[src/hw/lio_regs_defs.vh]
/*
  constants for the lighting inspection and override register bank:
  register indices, field positions, value codes, limits, reset values.
  assumes it is included by bare name from the design files under hw/.
*/
// Behaviour
// - stage reads 4 while beacon released from inhibit, awaiting alarm clear
// - stage reads 5 marker pretest, 6 marker inhibit, 7 marker restore
// - stage reads 8 forcing photodiode alarm, 9 releasing photodiode alarm
// - result bit 8 is 1 when beacons were tested in red night
// - result bits 9..11 flag beacon pretest, inhibit, restore failures
// - result bit 12 is 1 when marker tier was tested in red night
// - result bits 13..15 flag marker pretest, inhibit, restore failures
// - first age register holds days high byte, hours low byte since power up
// - second age register holds minutes high byte, seconds low byte
// - stage time register holds dwell seconds between inspection stages
// - stage time legal range is 30 to 7200 seconds inclusive
// - mode register reads 0 off, 1 day, 3 red night
// - mode register accepts 1 day, 3 red night, 4 cancel
// - duration legal range 1 to 65535 minutes; write sets duration
// - active override: duration register reads minutes remaining
// - inactive override: duration register reads last programmed duration
// - stage reads 0 inactive, 1 started, 2 beacon pretest, 3 beacon inhibit
// - control bit 3, read only, set once inspection completed with results
`ifndef LIO_REGS_DEFS_VH
`define LIO_REGS_DEFS_VH

// ----------------------------------------------------------------------
// register indices
// ----------------------------------------------------------------------
`define LIO_ADDR_CONTROL 8'h1e
`define LIO_ADDR_STAGE 8'h1f
`define LIO_ADDR_RESULTS 8'h20
`define LIO_ADDR_AGE_DH 8'h21
`define LIO_ADDR_AGE_MS 8'h22
`define LIO_ADDR_DWELL 8'h2c
`define LIO_ADDR_OVR_MODE 8'h3c
`define LIO_ADDR_OVR_TIME 8'h3d

// ----------------------------------------------------------------------
// fields and codes
// ----------------------------------------------------------------------
`define LIO_CTRL_RUNNING_BIT 0
`define LIO_CTRL_READY_BIT 3
`define LIO_RES_LSB 8
`define LIO_STAGE_W 4
`define LIO_STAGE_LAST 4'h9
`define LIO_UNMAPPED 16'hffff
`define LIO_MODE_OFF 16'h0000
`define LIO_MODE_DAY 16'h0001
`define LIO_MODE_NIGHT 16'h0003
`define LIO_MODE_CANCEL 16'h0004

// ----------------------------------------------------------------------
// limits and reset values
// ----------------------------------------------------------------------
`define LIO_DWELL_MIN 16'h001e
`define LIO_DWELL_MAX 16'h1c20
`define LIO_DWELL_RST 16'h001e
`define LIO_OVR_TIME_MIN 16'h0001
`define LIO_OVR_TIME_RST 16'h003c
`define LIO_SEC_PER_MIN 6'h3b
`define LIO_MIN_PER_HOUR 8'h3b
`define LIO_HOUR_PER_DAY 8'h17
`define LIO_DAY_MAX 8'hff
`define LIO_CLK_HZ 20000000
`define LIO_SEC_IN_SEC 1

`endif

[src/hw/lio_regs.v]
/*
  register bank for automatic lighting inspection and temporary mode
  override, reached over a word register port driven by the serial
  protocol engine. assumes the engine presents one access per strobe,
  synchronous to ref_clk, and that the inspection sequencer drives the
  stage code and result flags.
*/
`timescale 1ns/1ns
`include "lio_regs_defs.vh"

module lio_regs #(
  parameter CYC_PER_SEC = `LIO_CLK_HZ * `LIO_SEC_IN_SEC
) (
  input wire ref_clk,
  input wire rst_n,
  // register port from the protocol engine
  input wire reg_rd,
  input wire reg_wr,
  input wire [7:0] reg_addr,
  input wire [15:0] reg_wdata,
  output reg rd_valid_q,
  output reg [15:0] rd_data_q,
  output reg wr_done_q,
  output reg wr_reject_q,
  // inspection sequencer
  input wire insp_running,
  input wire [3:0] insp_stage_code,
  input wire insp_start,
  input wire insp_done,
  input wire [7:0] insp_result_flags,
  output reg [15:0] dwell_seconds_q,
  output reg insp_ready_q,
  // override to the lighting mode logic
  output reg ovr_active_q,
  output reg [15:0] ovr_mode_q
);

  // ----------------------------------------------------------------------
  // declarations
  // ----------------------------------------------------------------------
  localparam [2:0] OVR_OFF = 3'b001;
  localparam [2:0] OVR_DAY = 3'b010;
  localparam [2:0] OVR_NIGHT = 3'b100;
  localparam RES_W = 16 - `LIO_RES_LSB;

  reg [2:0] ovr_state_q;
  reg [2:0] ovr_state_d;
  reg [15:0] ovr_set_q;
  reg [15:0] ovr_left_q;
  reg [15:0] ovr_left_d;
  reg [5:0] ovr_sec_q;
  reg [5:0] ovr_sec_d;
  reg [3:0] stage_q;
  reg [RES_W-1:0] results_q;
  reg running_q;
  reg [15:0] rdata_d;
  reg reject_d;

  wire sec_tick;
  wire [7:0] up_sec;
  wire [7:0] up_min;
  wire [7:0] up_hour;
  wire [7:0] up_day;
  wire wr_dwell;
  wire wr_mode;
  wire wr_time;
  wire dwell_ok;
  wire mode_ok;
  wire time_ok;
  wire min_tick;
  wire [15:0] ctrl_word;
  wire [15:0] stage_word;
  wire [15:0] results_word;
  wire [15:0] age_dh_word;
  wire [15:0] age_ms_word;
  wire [15:0] time_word;
  genvar gi;

  // ----------------------------------------------------------------------
  // helpers
  // ----------------------------------------------------------------------
  // mode codes are checked here for write legality only; the start decode compares reg_wdata directly
  function is_start_mode;
    input [15:0] v;
    begin
      is_start_mode = (v == `LIO_MODE_DAY) || (v == `LIO_MODE_NIGHT);
    end
  endfunction

  function [15:0] mode_code;
    input [2:0] st;
    begin
      if (st == OVR_DAY)
        mode_code = `LIO_MODE_DAY;
      else if (st == OVR_NIGHT)
        mode_code = `LIO_MODE_NIGHT;
      else
        mode_code = `LIO_MODE_OFF;
    end
  endfunction

  // ----------------------------------------------------------------------
  // time since power up
  // ----------------------------------------------------------------------
  lio_uptime #(
    .CYC_PER_SEC(CYC_PER_SEC)
  ) u_uptime (
    .ref_clk(ref_clk),
    .rst_n(rst_n),
    .sec_tick_q(sec_tick),
    .sec_q(up_sec),
    .min_q(up_min),
    .hour_q(up_hour),
    .day_q(up_day)
  );

  // ----------------------------------------------------------------------
  // write decode and range checks
  // ----------------------------------------------------------------------
  // writes to read only or unused words are dropped silently
  assign wr_dwell = reg_wr && (reg_addr == `LIO_ADDR_DWELL);
  assign wr_mode = reg_wr && (reg_addr == `LIO_ADDR_OVR_MODE);
  assign wr_time = reg_wr && (reg_addr == `LIO_ADDR_OVR_TIME);
  assign dwell_ok = (reg_wdata >= `LIO_DWELL_MIN) && (reg_wdata <= `LIO_DWELL_MAX);
  assign mode_ok = is_start_mode(reg_wdata) || (reg_wdata == `LIO_MODE_CANCEL);
  assign time_ok = (reg_wdata >= `LIO_OVR_TIME_MIN);
  assign min_tick = sec_tick && (ovr_sec_q == `LIO_SEC_PER_MIN);

  // reject flag for the engine, which answers with an argument exception
  always @* begin
    reject_d = 1'b0;
    if (wr_dwell && !dwell_ok)
      reject_d = 1'b1;
    else if (wr_mode && !mode_ok)
      reject_d = 1'b1;
    else if (wr_time && !time_ok)
      reject_d = 1'b1;
  end

  // ----------------------------------------------------------------------
  // stage dwell register
  // ----------------------------------------------------------------------
  always @(posedge ref_clk) begin
    if (!rst_n) begin
      dwell_seconds_q <= `LIO_DWELL_RST;
    end else if (wr_dwell && dwell_ok) begin
      dwell_seconds_q <= reg_wdata;
    end
  end

  // ----------------------------------------------------------------------
  // inspection stage, results and completion
  // ----------------------------------------------------------------------
  // codes past the last stage are held off so software never sees junk
  always @(posedge ref_clk) begin
    if (!rst_n) begin
      stage_q <= 4'h0;
      running_q <= 1'b0;
      insp_ready_q <= 1'b0;
    end else begin
      running_q <= insp_running;
      if (insp_stage_code <= `LIO_STAGE_LAST)
        stage_q <= insp_stage_code;
      // completion wins over a start in the same cycle
      if (insp_done) begin
        insp_ready_q <= 1'b1;
      end else if (insp_start) begin
        insp_ready_q <= 1'b0;
      end
    end
  end

  // ----------------------------------------------------------------------
  // result flags
  // ----------------------------------------------------------------------
  // flags are taken only on completion, so a half run never shows a verdict
  generate
    for (gi = 0; gi < RES_W; gi = gi + 1) begin : g_result
      always @(posedge ref_clk) begin
        if (!rst_n) begin
          results_q[gi] <= 1'b0;
        end else if (insp_done) begin
          results_q[gi] <= insp_result_flags[gi];
        end
      end
    end
  endgenerate

  // ----------------------------------------------------------------------
  // override state machine
  // ----------------------------------------------------------------------
  // a mode write from off starts with the stored duration; a following time write
  // reloads the remaining count, so either write order works
  always @* begin
    ovr_state_d = ovr_state_q;
    ovr_left_d = ovr_left_q;
    ovr_sec_d = ovr_sec_q;
    if (ovr_state_q != OVR_OFF && sec_tick)
      ovr_sec_d = min_tick ? 6'h0 : ovr_sec_q + 6'h1;
    case (ovr_state_q)
      OVR_OFF: begin
        ovr_left_d = ovr_set_q;
      end
      OVR_DAY, OVR_NIGHT: begin
        if (min_tick) begin
          ovr_left_d = ovr_left_q - 16'h1;
          if (ovr_left_q == `LIO_OVR_TIME_MIN)
            ovr_state_d = OVR_OFF;
        end
      end
      default: begin
        ovr_state_d = OVR_OFF;
      end
    endcase
    if (wr_time && time_ok && ovr_state_q != OVR_OFF)
      ovr_left_d = reg_wdata;
    if (wr_mode && mode_ok) begin
      if (reg_wdata == `LIO_MODE_CANCEL) begin
        ovr_state_d = OVR_OFF;
      end else begin
        ovr_state_d = (reg_wdata == `LIO_MODE_DAY) ? OVR_DAY : OVR_NIGHT;
        ovr_sec_d = 6'h0;
        if (ovr_state_q == OVR_OFF)
          ovr_left_d = ovr_set_q;
      end
    end
    if (ovr_state_d == OVR_OFF)
      ovr_sec_d = 6'h0;
  end

  always @(posedge ref_clk) begin
    if (!rst_n) begin
      ovr_state_q <= OVR_OFF;
      ovr_set_q <= `LIO_OVR_TIME_RST;
      ovr_left_q <= `LIO_OVR_TIME_RST;
      ovr_sec_q <= 6'h0;
      ovr_active_q <= 1'b0;
      ovr_mode_q <= `LIO_MODE_OFF;
    end else begin
      ovr_state_q <= ovr_state_d;
      ovr_left_q <= ovr_left_d;
      ovr_sec_q <= ovr_sec_d;
      if (wr_time && time_ok)
        ovr_set_q <= reg_wdata;
      ovr_active_q <= (ovr_state_d != OVR_OFF);
      ovr_mode_q <= mode_code(ovr_state_d);
    end
  end

  // ----------------------------------------------------------------------
  // read words
  // ----------------------------------------------------------------------
  // packed once here so the mux below stays a plain address chain
  assign ctrl_word = ({15'h0000, insp_ready_q} << `LIO_CTRL_READY_BIT)
    | ({15'h0000, running_q} << `LIO_CTRL_RUNNING_BIT);
  assign stage_word = {12'h000, stage_q};
  assign results_word = {results_q, {`LIO_RES_LSB{1'b0}}};
  assign age_dh_word = {up_day, up_hour};
  assign age_ms_word = {up_min, up_sec};
  assign time_word = (ovr_state_q != OVR_OFF) ? ovr_left_q : ovr_set_q;

  // ----------------------------------------------------------------------
  // read mux
  // ----------------------------------------------------------------------
  // every word not in the map answers all ones
  always @* begin
    rdata_d = `LIO_UNMAPPED;
    if (reg_addr == `LIO_ADDR_CONTROL) begin
      rdata_d = ctrl_word;
    end else if (reg_addr == `LIO_ADDR_STAGE) begin
      rdata_d = stage_word;
    end else if (reg_addr == `LIO_ADDR_RESULTS) begin
      rdata_d = results_word;
    end else if (reg_addr == `LIO_ADDR_AGE_DH) begin
      rdata_d = age_dh_word;
    end else if (reg_addr == `LIO_ADDR_AGE_MS) begin
      rdata_d = age_ms_word;
    end else if (reg_addr == `LIO_ADDR_DWELL) begin
      rdata_d = dwell_seconds_q;
    end else if (reg_addr == `LIO_ADDR_OVR_MODE) begin
      rdata_d = mode_code(ovr_state_q);
    end else if (reg_addr == `LIO_ADDR_OVR_TIME) begin
      rdata_d = time_word;
    end else begin
      rdata_d = `LIO_UNMAPPED;
    end
  end

  // ----------------------------------------------------------------------
  // answer registers
  // ----------------------------------------------------------------------
  always @(posedge ref_clk) begin
    if (!rst_n) begin
      rd_valid_q <= 1'b0;
      rd_data_q <= 16'h0;
      wr_done_q <= 1'b0;
      wr_reject_q <= 1'b0;
    end else begin
      rd_valid_q <= reg_rd && !reg_wr;
      if (reg_rd && !reg_wr)
        rd_data_q <= rdata_d;
      wr_done_q <= reg_wr;
      wr_reject_q <= reg_wr && reject_d;
    end
  end

endmodule // lio_regs

[src/hw/lio_uptime.v]
/*
  time since power up: seconds, minutes, hours and days, plus a one
  cycle pulse at every whole second. assumes ref_clk at the rate given
  by CYC_PER_SEC and a synchronous active low reset at power up.
*/
`timescale 1ns/1ns
`include "lio_regs_defs.vh"

module lio_uptime #(
  parameter CYC_PER_SEC = `LIO_CLK_HZ * `LIO_SEC_IN_SEC
) (
  input wire ref_clk,
  input wire rst_n,
  output reg sec_tick_q,
  output reg [7:0] sec_q,
  output reg [7:0] min_q,
  output reg [7:0] hour_q,
  output reg [7:0] day_q
);

  reg [31:0] div_q;
  wire div_wrap;

  assign div_wrap = (div_q == CYC_PER_SEC - 1);

  // ----------------------------------------------------------------------
  // prescaler and calendar counters
  // ----------------------------------------------------------------------
  // days saturate rather than wrap so a long uptime never looks fresh
  always @(posedge ref_clk) begin
    if (!rst_n) begin
      div_q <= 32'h0;
      sec_tick_q <= 1'b0;
      sec_q <= 8'h0;
      min_q <= 8'h0;
      hour_q <= 8'h0;
      day_q <= 8'h0;
    end else begin
      sec_tick_q <= div_wrap;
      div_q <= div_wrap ? 32'h0 : div_q + 32'h1;
      if (div_wrap) begin
        if (sec_q[5:0] != `LIO_SEC_PER_MIN) begin
          sec_q <= sec_q + 8'h1;
        end else begin
          sec_q <= 8'h0;
          if (min_q != `LIO_MIN_PER_HOUR) begin
            min_q <= min_q + 8'h1;
          end else begin
            min_q <= 8'h0;
            if (hour_q != `LIO_HOUR_PER_DAY) begin
              hour_q <= hour_q + 8'h1;
            end else begin
              hour_q <= 8'h0;
              if (day_q != `LIO_DAY_MAX)
                day_q <= day_q + 8'h1;
            end
          end
        end
      end
    end
  end

endmodule // lio_uptime
[config.mk]
export PLATFORM = sky130hd
export DESIGN_NAME = lio_regs
export DESIGN_NICKNAME = d
export VERILOG_FILES = /design/src/hw/lio_regs.v /design/src/hw/lio_uptime.v
export VERILOG_INCLUDE_DIRS = /design/src /design/src/hw
export SDC_FILE = /design/constraint.sdc
export NUM_CORES = 1
export LEC_CHECK = 0
export ABC_AREA = 0
export BUFFER_PORTS_ARGS = -buffer_cell sky130_fd_sc_hd__buf_2
export CAP_MARGIN = 20
export CELL_PAD_IN_SITES_DETAIL_PLACEMENT = 2
export CELL_PAD_IN_SITES_GLOBAL_PLACEMENT = 2
export CORE_MARGIN = 2
export CORE_UTILIZATION = 39
export CTS_BUF_LIST = sky130_fd_sc_hd__clkbuf_2 sky130_fd_sc_hd__clkbuf_4 sky130_fd_sc_hd__clkbuf_8
export DETAILED_ROUTE_END_ITERATION = 16
export PLACE_DENSITY = 0.95
export SLEW_MARGIN = 20
export SYNTH_ARGS = -nofsm -noshare
export SYNTH_HDL_FRONTEND = slang
export SYNTH_SLANG_ARGS = --single-unit
[constraint.sdc]
create_clock -name ref_clk -period 4.4 [get_ports ref_clk]
set_clock_uncertainty 0.15 [all_clocks]
set_input_delay 0.22 -clock ref_clk [delete_from_list [all_inputs] [get_ports ref_clk]]
set_output_delay 0.22 -clock ref_clk [all_outputs]
set_load 0.005 [all_outputs]
==> reports/results.ini, run 1 <==
[outcome]
outcome = finished, final reports clean

[clock_network]
numClockSinks = 158
path_clk_slew_ns = 0.09
cts_buffers = 17
clock_latency_ns = 0.50
cts_setup_buffers = 0
cts_root_buf = clkbuf_8
htree_levels = 4
tritoncts = done
clockBufferDepth = 2
cts-resized-gates = 0

[yosys]
synth_edf_count = 0
synth-seq-cells = 158
post-synth-top-area-cell = dfxtp_1
synth_top_family_by_area = simple AND/OR/NAND/NOR gates
yosys_warnings = 0
synth.distinct_cells = 63
synthMuxAreaShare_pct = 5.63
synth_area_um2 = 7940
syn-mean-instance-area_um2 = 8.04
yosys.area_share.simple_pct = 28.5
synth-xor-area-share_pct = 4.96
syn_inst = 988
ys.flop_type = dfxtp_1
synth.most_common_cell = dfxtp_1
synth_compound_area_share_pct = 15.1
synth.area.top_cells = dfxtp_1, nor2_1, mux2i_1, nand2_1, a21oi_1
netlist.area_leader.share_pct = 39.8
synth_common_cells = dfxtp_1, nor2_1, nand2_1
async_flop_share_pct = 0
ys_seq_area_share_pct = 39.8
synthAdderAreaFrac_pct = 1.26

[grt]
antenna_found_initial = 2
grt_max_degree = 46
gr-usage-all-layers_pct = 40.5
grt_pass1_wl_um = 65800
grt_remaining_overflow = 0
first_global_vias = 9878

[worst_hold_path]
min_path_type = in2reg

[sta]
whs_ns = 0.0248
tns_ns = 0
relSlewSlack_pct = 30.1
setup_viol = 0
hold_viol = 0
drv_slew = 0
min_period_ns = 3.70
rsz0062_at_grt = false
worst-slew-pin-transition_ns = 1.05
period_share_pct = 84.1
max_freq_mhz = 270

[route]
wirelength_um = 43500
postRouteAntennaNets = 0
avgRoutedWirePerCell_um = 31.9
drtPass1Iterations = 6
num_vias = 9178
post-route-drc-count = 0
via_per_inst = 6.72
initialDrtViolationCount = 1062

[power_and_ir_drop]
p_sw_uw = 870
peakVddDrop_mv = 0.200
p_seq_share_pct = 50.6
p_per_area_nw_per_um2 = 314
swShare_pct = 29.9
share_comb_of_total_power_pct = 8.0
p_clk_share_pct = 41.3
p_int_uw = 2040
leakage_uw = 0.00357

[floorplanning]
dieWidth_um = 147
start_util_pct = 39.5
dieHeight_um = 147
ioPinCount = 96
core_um2 = 20100
row_count = 52
dieArea_um2 = 21500

[setup_path]
crit_path_end_kind = register
crit_arrival_ns = 3.93
start_kind = input pin
cp_max_fo = 25
critPathRequiredTime_ns = 4.62
worstSetupPathType = in2reg

[cells_and_area]
fillCellCount = 2234
nNetsFinal = 1132
layout-drive-gt1-share_pct = 13.2
area_growth_pct = 16.8

[place]
gp_congestion = 0.875
io_buffers = 81
dp_hpwl_um = 23300

[run]
drv_cap = 0

## routing by layer
layer / up-vias / wire length [µm] / share of wire (%) / global-route usage [%]
li1: 3705 / - / - / -
met2: 690 / 19900 / 46 / 64.8
met4: 2 / 3140 / 7.2 / 25.4
met1: 4553 / 16500 / 38 / 48.5
met3: 228 / 3930 / 9.0 / 10.3
met5: - / 15 / 0.034 / 0
## registers in the layout, summed over array words and instances, names as in the netlist, 16 cells and up
signal,count
dwell_seconds_q,16
ovr_left_q,16
ovr_set_q,16
rd_data_q,16
u_uptime.div_q,32
## kinds of logic after synthesis
kind of cell	count (synthesis)
simple gates	455
buf+inv	83
fa+ha+maj	8
compound gates	194
other cells	1
xor+xnor	45
mux	44
flops	158
## critical path, stage by stage
cell and delay, ns:
dlygate4sd3_1 0.54, buf_2 0.18, or4_1 0.64, o21ai_0 0.35
a21oi_1 0.17, or3_1 0.85, mux2i_1 0.30, nand2_1 0.09
dlygate4sd3_1 0.58
## layout make-up
class                   instances  area (µm²)  area share (%)
multi-input cells             760        4490            48.4
clock inverters                15         161            1.74
repair buffers                125         818            8.82
inverters                      19        71.3           0.769
flip-flops and latches        158        3160            34.1
diodes                          1        2.50          0.0270
well taps                     270         338            3.64
clock buffers                  17         234            2.52
## stage by stage
stage | area, µm² | setup WS [ns] | cells | util, % | power [µW]
after floorplan | 7990 | 1.59 | 1001 | - | 1600
after global placement | 8540 | 1.23 | 1299 | 42.5 | 1670
after detailed placement | 8540 | 0.991 | 1299 | 42.5 | 1680
after CTS | 9260 | 0.786 | 1364 | 46.1 | 2860
after global routing | 9280 | 0.610 | 1364 | 46.1 | 2970
final | 9280 | 0.699 | 1365 | 46.1 | 2910
## cell usage in the layout (no fill, tap or decap), types with 7 or more instances in the layout
master,instances
a21oi_1,59
a22o_1,9
a31oi_1,8
and2_1,8
and3_1,18
buf_2,81
buf_4,11
clkbuf_8,17
conb_1,14
dfxtp_1,158
dlygate4sd3_1,33
ha_1,8
inv_1,17
mux2i_1,39
nand2_1,83
nand2b_1,14
nand3_1,51
nand4_1,25
nor2_1,146
nor2b_1,7
nor3_1,29
nor4_1,11
o211ai_1,8
o21ai_0,51
o22ai_1,18
or3_1,15
or4_1,14
xnor2_1,26
xor2_1,19
## power groups by stage
| stage | clock network, µW | logic, µW | registers (µW) |
|---|---|---|---|
| after global placement | 0 | 168 | 1500 |
| final | 1200 | 234 | 1470 |
| after global routing | 1250 | 243 | 1470 |
| after floorplan | 0 | 105 | 1490 |
| after detailed placement | 0 | 180 | 1500 |
| after CTS | 1170 | 216 | 1470 |
## repair_timing
action / CTS / global route
hold buffers: 33 / 0
endpoints found under the hold margin: 47 / 0
endpoints found under the setup margin: 0 / 0
## worst paths after layout
kind                                            to                from  slack [ns]  cells after the start
worst min register to register   u_uptime.div_q[0]   u_uptime.div_q[0]        0.35                      1
worst max-delay path            dwell_seconds_q[4]        reg_wdata[0]        0.70                      9
worst max register to register   u_uptime.day_q[5]   u_uptime.div_q[8]        0.81                      6
worst min-delay path                    stage_q[3]  insp_stage_code[3]        0.02                      3
Power figures use the tool's default switching activity.
==> run 2: changes to the inputs <==
--- a/config.mk
+++ b/config.mk
@@ -12,10 +12,10 @@
 export CELL_PAD_IN_SITES_DETAIL_PLACEMENT = 2
 export CELL_PAD_IN_SITES_GLOBAL_PLACEMENT = 2
 export CORE_MARGIN = 2
-export CORE_UTILIZATION = 39
+export CORE_UTILIZATION = 32
 export CTS_BUF_LIST = sky130_fd_sc_hd__clkbuf_2 sky130_fd_sc_hd__clkbuf_4 sky130_fd_sc_hd__clkbuf_8
 export DETAILED_ROUTE_END_ITERATION = 16
-export PLACE_DENSITY = 0.95
+export PLACE_DENSITY = 0.85
 export SLEW_MARGIN = 20
 export SYNTH_ARGS = -nofsm -noshare
 export SYNTH_HDL_FRONTEND = slang
==> constraint.sdc (replaced) <==
create_clock -name ref_clk -period 3.1 [get_ports ref_clk]
set_clock_uncertainty 0.15 [all_clocks]
set_input_delay 0.155 -clock ref_clk [delete_from_list [all_inputs] [get_ports ref_clk]]
set_output_delay 0.155 -clock ref_clk [all_outputs]
set_load 0.005 [all_outputs]
==> reports/results.ini, run 2 (same netlist as run 1, synthesis figures left out) <==
[setup_path]
worstSetupPathType = reg2reg
start_kind = register
r2r_cells = 5  ; -1
crit_arrival_ns = 3.26  ; -0.67 ns
cp_max_fo = 11  ; -56%
crit_path_max_incr_delay_ns = 0.59  ; -0.26 ns
reg2reg_setup_slack_ns = 0.11  ; -0.70 ns
cp_cell_sequence = or4b_1, or4_4, or4b_4, or4_1, a21oi_1
critPathBufInv = 0  ; -3
path_delay_family = simple AND/OR/NAND/NOR gates
critPathRequiredTime_ns = 3.37  ; -1.25 ns
reg2reg_to = u_uptime.min_q[3]
r2r_start = u_uptime.div_q[27]
slowest_stage = or4b_1
crit_path_end_kind = register

[floorplanning]
dieHeight_um = 162  ; +10%
dieArea_um2 = 26100  ; +21%
dieWidth_um = 162  ; +10%
ioPinCount = 96  ; unchanged
core_um2 = 24300  ; +21%
start_util_pct = 32.6  ; -6.8 points
row_count = 57  ; +9.6%

[place]
dp_hpwl_um = 20800  ; -11%
gp_congestion = 0.818  ; -6.6%
io_buffers = 81  ; unchanged
dpl.cell_count = 1367  ; +5.2%

[sta]
drv_slew = 0  ; unchanged
tns_ns = 0  ; unchanged
min_period_ns = 2.99
worst-slew-pin-transition_ns = 1.08  ; +0.0330 ns
rsz0062_at_grt = false
hold_viol = 0  ; unchanged
period_share_pct = 96.6
setup_viol = 0  ; unchanged
max_freq_mhz = 334
relSlewSlack_pct = 27.9  ; -2.2 points

[clock_network]
path_clk_slew_ns = 0.10  ; about the same
numClockSinks = 158  ; unchanged
cts_root_buf = clkbuf_8
tritoncts = done
cts_buffers = 17  ; unchanged
htree_levels = 4  ; unchanged
clockBufferDepth = 2  ; unchanged
clock_latency_ns = 0.50  ; about the same

[worst_hold_path]
min_path_type = in2reg
holdPathStages = 2  ; -1
hold_start = rst_n
worstHoldEndpoint = dwell_seconds_q[4]

[grt]
grt_remaining_overflow = 0  ; unchanged
met3_usage_pct = 4.55  ; -5.7 points
gr-usage-all-layers_pct = 24.4  ; -16 points
grt_use_met2_pct = 44.0  ; -21 points
antenna_found_initial = 0  ; -2
grt_util_met1_pct = 29.1  ; -19 points
grt-busiest-layer = met2
grt_max_degree = 64  ; +39%
first_global_vias = 8673  ; -12%
grt_pass1_wl_um = 49700  ; -24%

[route]
postRouteAntennaNets = 0  ; unchanged
via_per_inst = 5.61  ; -17%
drtPass1Iterations = 5  ; -1
avgRoutedWirePerCell_um = 21.9  ; -31%
post-route-drc-count = 0  ; unchanged
initialDrtViolationCount = 406  ; -62%
wirelength_um = 31600  ; -27%
num_vias = 8098  ; -12%

[cells_and_area]
diodes = 0  ; -1
area_growth_pct = 20.4
final_common_cell = dfxtp_1
nNetsFinal = 1158  ; +2.3%
layout-drive-gt1-share_pct = 14.1  ; +0.94 points
final_cell_mix = dfxtp_1, nor2_1, nand2_1
largest_reg_flops = 32  ; unchanged
finalNonFillerCells = 1444  ; +5.8%
top_register = u_uptime.div_q

[outcome]
outcome = finished, final reports clean

[power_and_ir_drop]
finalPower_uw = 4020  ; +38%
p_per_area_nw_per_um2 = 421  ; +34%
leakage_uw = 0.00368  ; +3.0%
peakVddDrop_mv = 0.246  ; +23%

[run]
drv_cap = 0  ; unchanged

## run 2: cell types whose count changed in the layout (fill, tap and decap cells not counted), sizes merged
| cell | before | now |
|---|---|---|
| buf | 92 | 106 |
| bufinv | 2 | 1 |
| clkinv | 10 | 6 |
| clkinvlp | 0 | 2 |
| diode | 1 | 0 |
| dlygate4sd3 | 33 | 45 |
| inv | 22 | 25 |
## run 2: power breakdown
part | internal, µW | switching, µW | leakage, µW
registers | 2060 | 25.0 | 0.00128
clock network | 662 | 952 | 0.000193
logic | 129 | 196 | 0.00221
## run 2: final cells by class
type                       count  area (µm²)
fill                        2809       14800
clock buffer                  17         234
sequential                   158        3160
tap                          324         405
clock inverter                15         156
multi-input combinational    760        4480
timing repair buffer         151        1040
inverter                      19        71.3
## run 2: how the worst max path moves through the flow
stage,depth (start not counted),to,slack (ns),start
5_1_grt,5,u_uptime.min_q[3],0.0009,u_uptime.div_q[27]
2_1_floorplan,6,u_uptime.hour_q[6],0.29,u_uptime.div_q[27]
4_1_cts,6,u_uptime.hour_q[3],0.009,u_uptime.div_q[27]
3_5_place_dp,6,u_uptime.hour_q[5],0.06,u_uptime.div_q[27]
3_3_place_gp,6,u_uptime.hour_q[5],0.11,u_uptime.div_q[27]
6_report,5,u_uptime.min_q[3],0.11,u_uptime.div_q[27]
## run 2: per-layer routing
| metal | share of wire, % | vias to the layer above |
|---|---|---|
| met2 | 51 | 198 |
| met4 | 2.2 | 0 |
| li1 | - | 3752 |
| met1 | 42 | 4094 |
| met3 | 4.1 | 54 |
| met5 | 0 | - |
## run 2: timing repair
| item | in CTS | in global routing |
|---|---|---|
| hold buffers | 45 | 0 |
| setup buffers | 0 | 0 |
| resized for setup | 1 | 1 |
| setup endpoints to repair | 1 | 3 |
| gates cloned | 0 | 0 |
| hold endpoints to repair | 64 | 0 |
## run 2: through the flow
stage | area (µm²) | setup WS (ns) | hold WS (ns) | util [%]
2_1_floorplan | 7990 | 0.287 | 0.122 | -
3_3_place_gp | 8710 | 0.111 | 0.230 | 35.8
3_5_place_dp | 8710 | 0.0634 | 0.227 | 35.8
4_1_cts | 9550 | 0.00947 | 0.00253 | 39.3
5_1_grt | 9560 | 0.000899 | 0.0453 | 39.3
6_report | 9560 | 0.105 | 0.0296 | 39.3
==> run 3: changes to the inputs <==
--- a/config.mk
+++ b/config.mk
@@ -20,3 +20,4 @@
 export SYNTH_ARGS = -nofsm -noshare
 export SYNTH_HDL_FRONTEND = slang
 export SYNTH_SLANG_ARGS = --single-unit
+export TNS_END_PERCENT = 50
==> constraint.sdc (replaced) <==
create_clock -name ref_clk -period 3.1 [get_ports ref_clk]
set_clock_uncertainty 0.15 [all_clocks]
set_input_delay 0.465 -clock ref_clk [delete_from_list [all_inputs] [get_ports ref_clk]]
set_output_delay 0.465 -clock ref_clk [all_outputs]
set_load 0.005 [all_outputs]
==> reports/results.ini, run 3 (same netlist as run 1, synthesis figures left out) <==
[setup_path]
path_delay_family = simple AND/OR/NAND/NOR gates
cp_max_fo = 13  ; +2
crit_arrival_ns = 3.21  ; -0.05 ns
crit_path_max_incr_delay_ns = 0.59  ; about the same
critPathBufInv = 0  ; unchanged
cp_cell_sequence = or4b_1, or4_4, or4b_4, or4_1, a21oi_1
critPathRequiredTime_ns = 3.35  ; -0.02 ns
start_kind = register
worstSetupPathType = reg2reg
crit_path_end_kind = register
slowest_stage = or4b_4

[cells_and_area]
layout-drive-gt1-share_pct = 15.2  ; +1.1 points
final_cell_mix = dfxtp_1, nor2_1, nand2_1
final_common_cell = dfxtp_1
fin_util_pct = 37.8  ; -1.5 points
fillCellCount = 2784  ; -0.89%
area_growth_pct = 15.6
nNetsFinal = 1119  ; -3.4%
top_register = u_uptime.div_q
largest_reg_flops = 32  ; unchanged

[sta]
hold_viol = 0  ; unchanged
max_freq_mhz = 338  ; +1.3%
min_period_ns = 2.96  ; -0.0378 ns
worst-slew-pin-transition_ns = 0.755  ; -0.327 ns
drv_slew = 0  ; unchanged
relSlewSlack_pct = 49.1  ; +21 points
rsz0062_at_grt = false
period_share_pct = 95.4  ; -1.2 points
setup_viol = 0  ; unchanged

[route]
wirelength_um = 29700  ; -6.0%
initialDrtViolationCount = 514  ; +27%
postRouteAntennaNets = 0  ; unchanged
drtPass1Iterations = 5  ; unchanged
avgRoutedWirePerCell_um = 21.1  ; -3.4%
post-route-drc-count = 0  ; unchanged
num_vias = 7806  ; -3.6%
via_per_inst = 5.55  ; -1.0%

[place]
dp_hpwl_um = 21600  ; +4.1%
io_buffers = 81  ; unchanged
gp_congestion = 0.833  ; +1.9%

[clock_network]
path_clk_slew_ns = 0.10  ; about the same
numClockSinks = 158  ; unchanged
cts_buffers = 17  ; unchanged
cts_root_buf = clkbuf_8
clockBufferDepth = 2  ; unchanged
htree_levels = 4  ; unchanged
postCtsHoldBufs = 0  ; -100%
tritoncts = done
clock_latency_ns = 0.49  ; about the same

[worst_hold_path]
min_path_type = in2reg

[floorplanning]
core_um2 = 24300  ; unchanged
dieHeight_um = 162  ; unchanged
ioPinCount = 96  ; unchanged
row_count = 57  ; unchanged
start_util_pct = 32.6  ; unchanged
dieArea_um2 = 26100  ; unchanged
dieWidth_um = 162  ; unchanged

[grt]
grt_pass1_wl_um = 47000  ; -5.5%
grt_remaining_overflow = 0  ; unchanged
gr-usage-all-layers_pct = 22.9  ; -1.5 points
met3_usage_pct = 4.13  ; -0.41 points
grt_use_met2_pct = 39.7  ; -4.3 points
grt_util_met1_pct = 28.3  ; -0.78 points
antenna_found_initial = 1  ; +1
grt_max_degree = 37  ; -42%
first_global_vias = 8348  ; -3.7%
grt-busiest-layer = met2

[outcome]
outcome = finished, final reports clean

[power_and_ir_drop]
finalPower_uw = 3990  ; -0.86%
p_per_area_nw_per_um2 = 434  ; +3.2%
leakage_uw = 0.00353  ; -4.1%
peakVddDrop_mv = 0.209  ; -15%

[run]
drv_cap = 0  ; unchanged

[run 3: cell count changes in the layout (fill, tap and decap cells not counted), sizes merged]
cell         previous run  this run
buf                   106       112
bufinv                  1         2
clkbuf                 17        18
clkinv                  6         4
clkinvlp                2         5
diode                   0         1
dlygate4sd3            45         0
inv                    25        22
[run 3: layer usage]
layer	routed length, µm	part of all wire (%)
met5	0	0
met3	1010	3.4
met4	703	2.4
met2	14900	50
met1	13100	44
[run 3: report_power, final]
part           leakage [µW]  switching [µW]  internal, µW
sequential          0.00128            23.4          2060
combinational       0.00206             177          89.7
clock              0.000190             890           749
total               0.00353            1090          2900
[run 3: per-stage QoR]
stage / cells / TNS [ns] / setup slack, ns / instance area [µm²] / hold WS, ns
2_1_floorplan: 1001 / 0 / 0.287 / 7990 / 0.263
4_1_cts: 1405 / 0 / 0.0238 / 9180 / 0.0261
3_3_place_gp: 1373 / 0 / 0.113 / 8770 / 0.279
3_5_place_dp: 1373 / -0.000117 / -0.000117 / 8770 / 0.286
5_1_grt: 1406 / 0 / 0.0302 / 9180 / 0.0270
6_report: 1406 / 0 / 0.143 / 9180 / 0.0412
[run 3: area by class of cell]
type | instances | area, µm² | area share, %
timing repair buffer | 112 | 651 | 7.09
sequential | 158 | 3160 | 34.4
clock buffer | 18 | 248 | 2.70
clock inverter | 14 | 158 | 1.72
inverter | 19 | 71.3 | 0.777
antenna | 1 | 2.50 | 0.0273
multi-input combinational | 760 | 4480 | 48.8
tap | 324 | 405 | 4.41
[run 3: final timing paths]
check / slack [ns] / end / depth (start not counted) / start
worst max register to register: 0.14 / u_uptime.min_q[2] / 5 / u_uptime.div_q[27]
worst min register to register: 0.30 / u_uptime.div_q[0] / 1 / u_uptime.div_q[0]
worst min-delay path: 0.04 / running_q / 2 / insp_running
worst max-delay path: 0.14 / u_uptime.min_q[2] / 5 / u_uptime.div_q[27]
[run 3: repair_timing]
action,CTS,global route
endpoints found under the setup margin,2,3
gates resized for setup,1,1
cloned,0,0
setup buffers,0,0
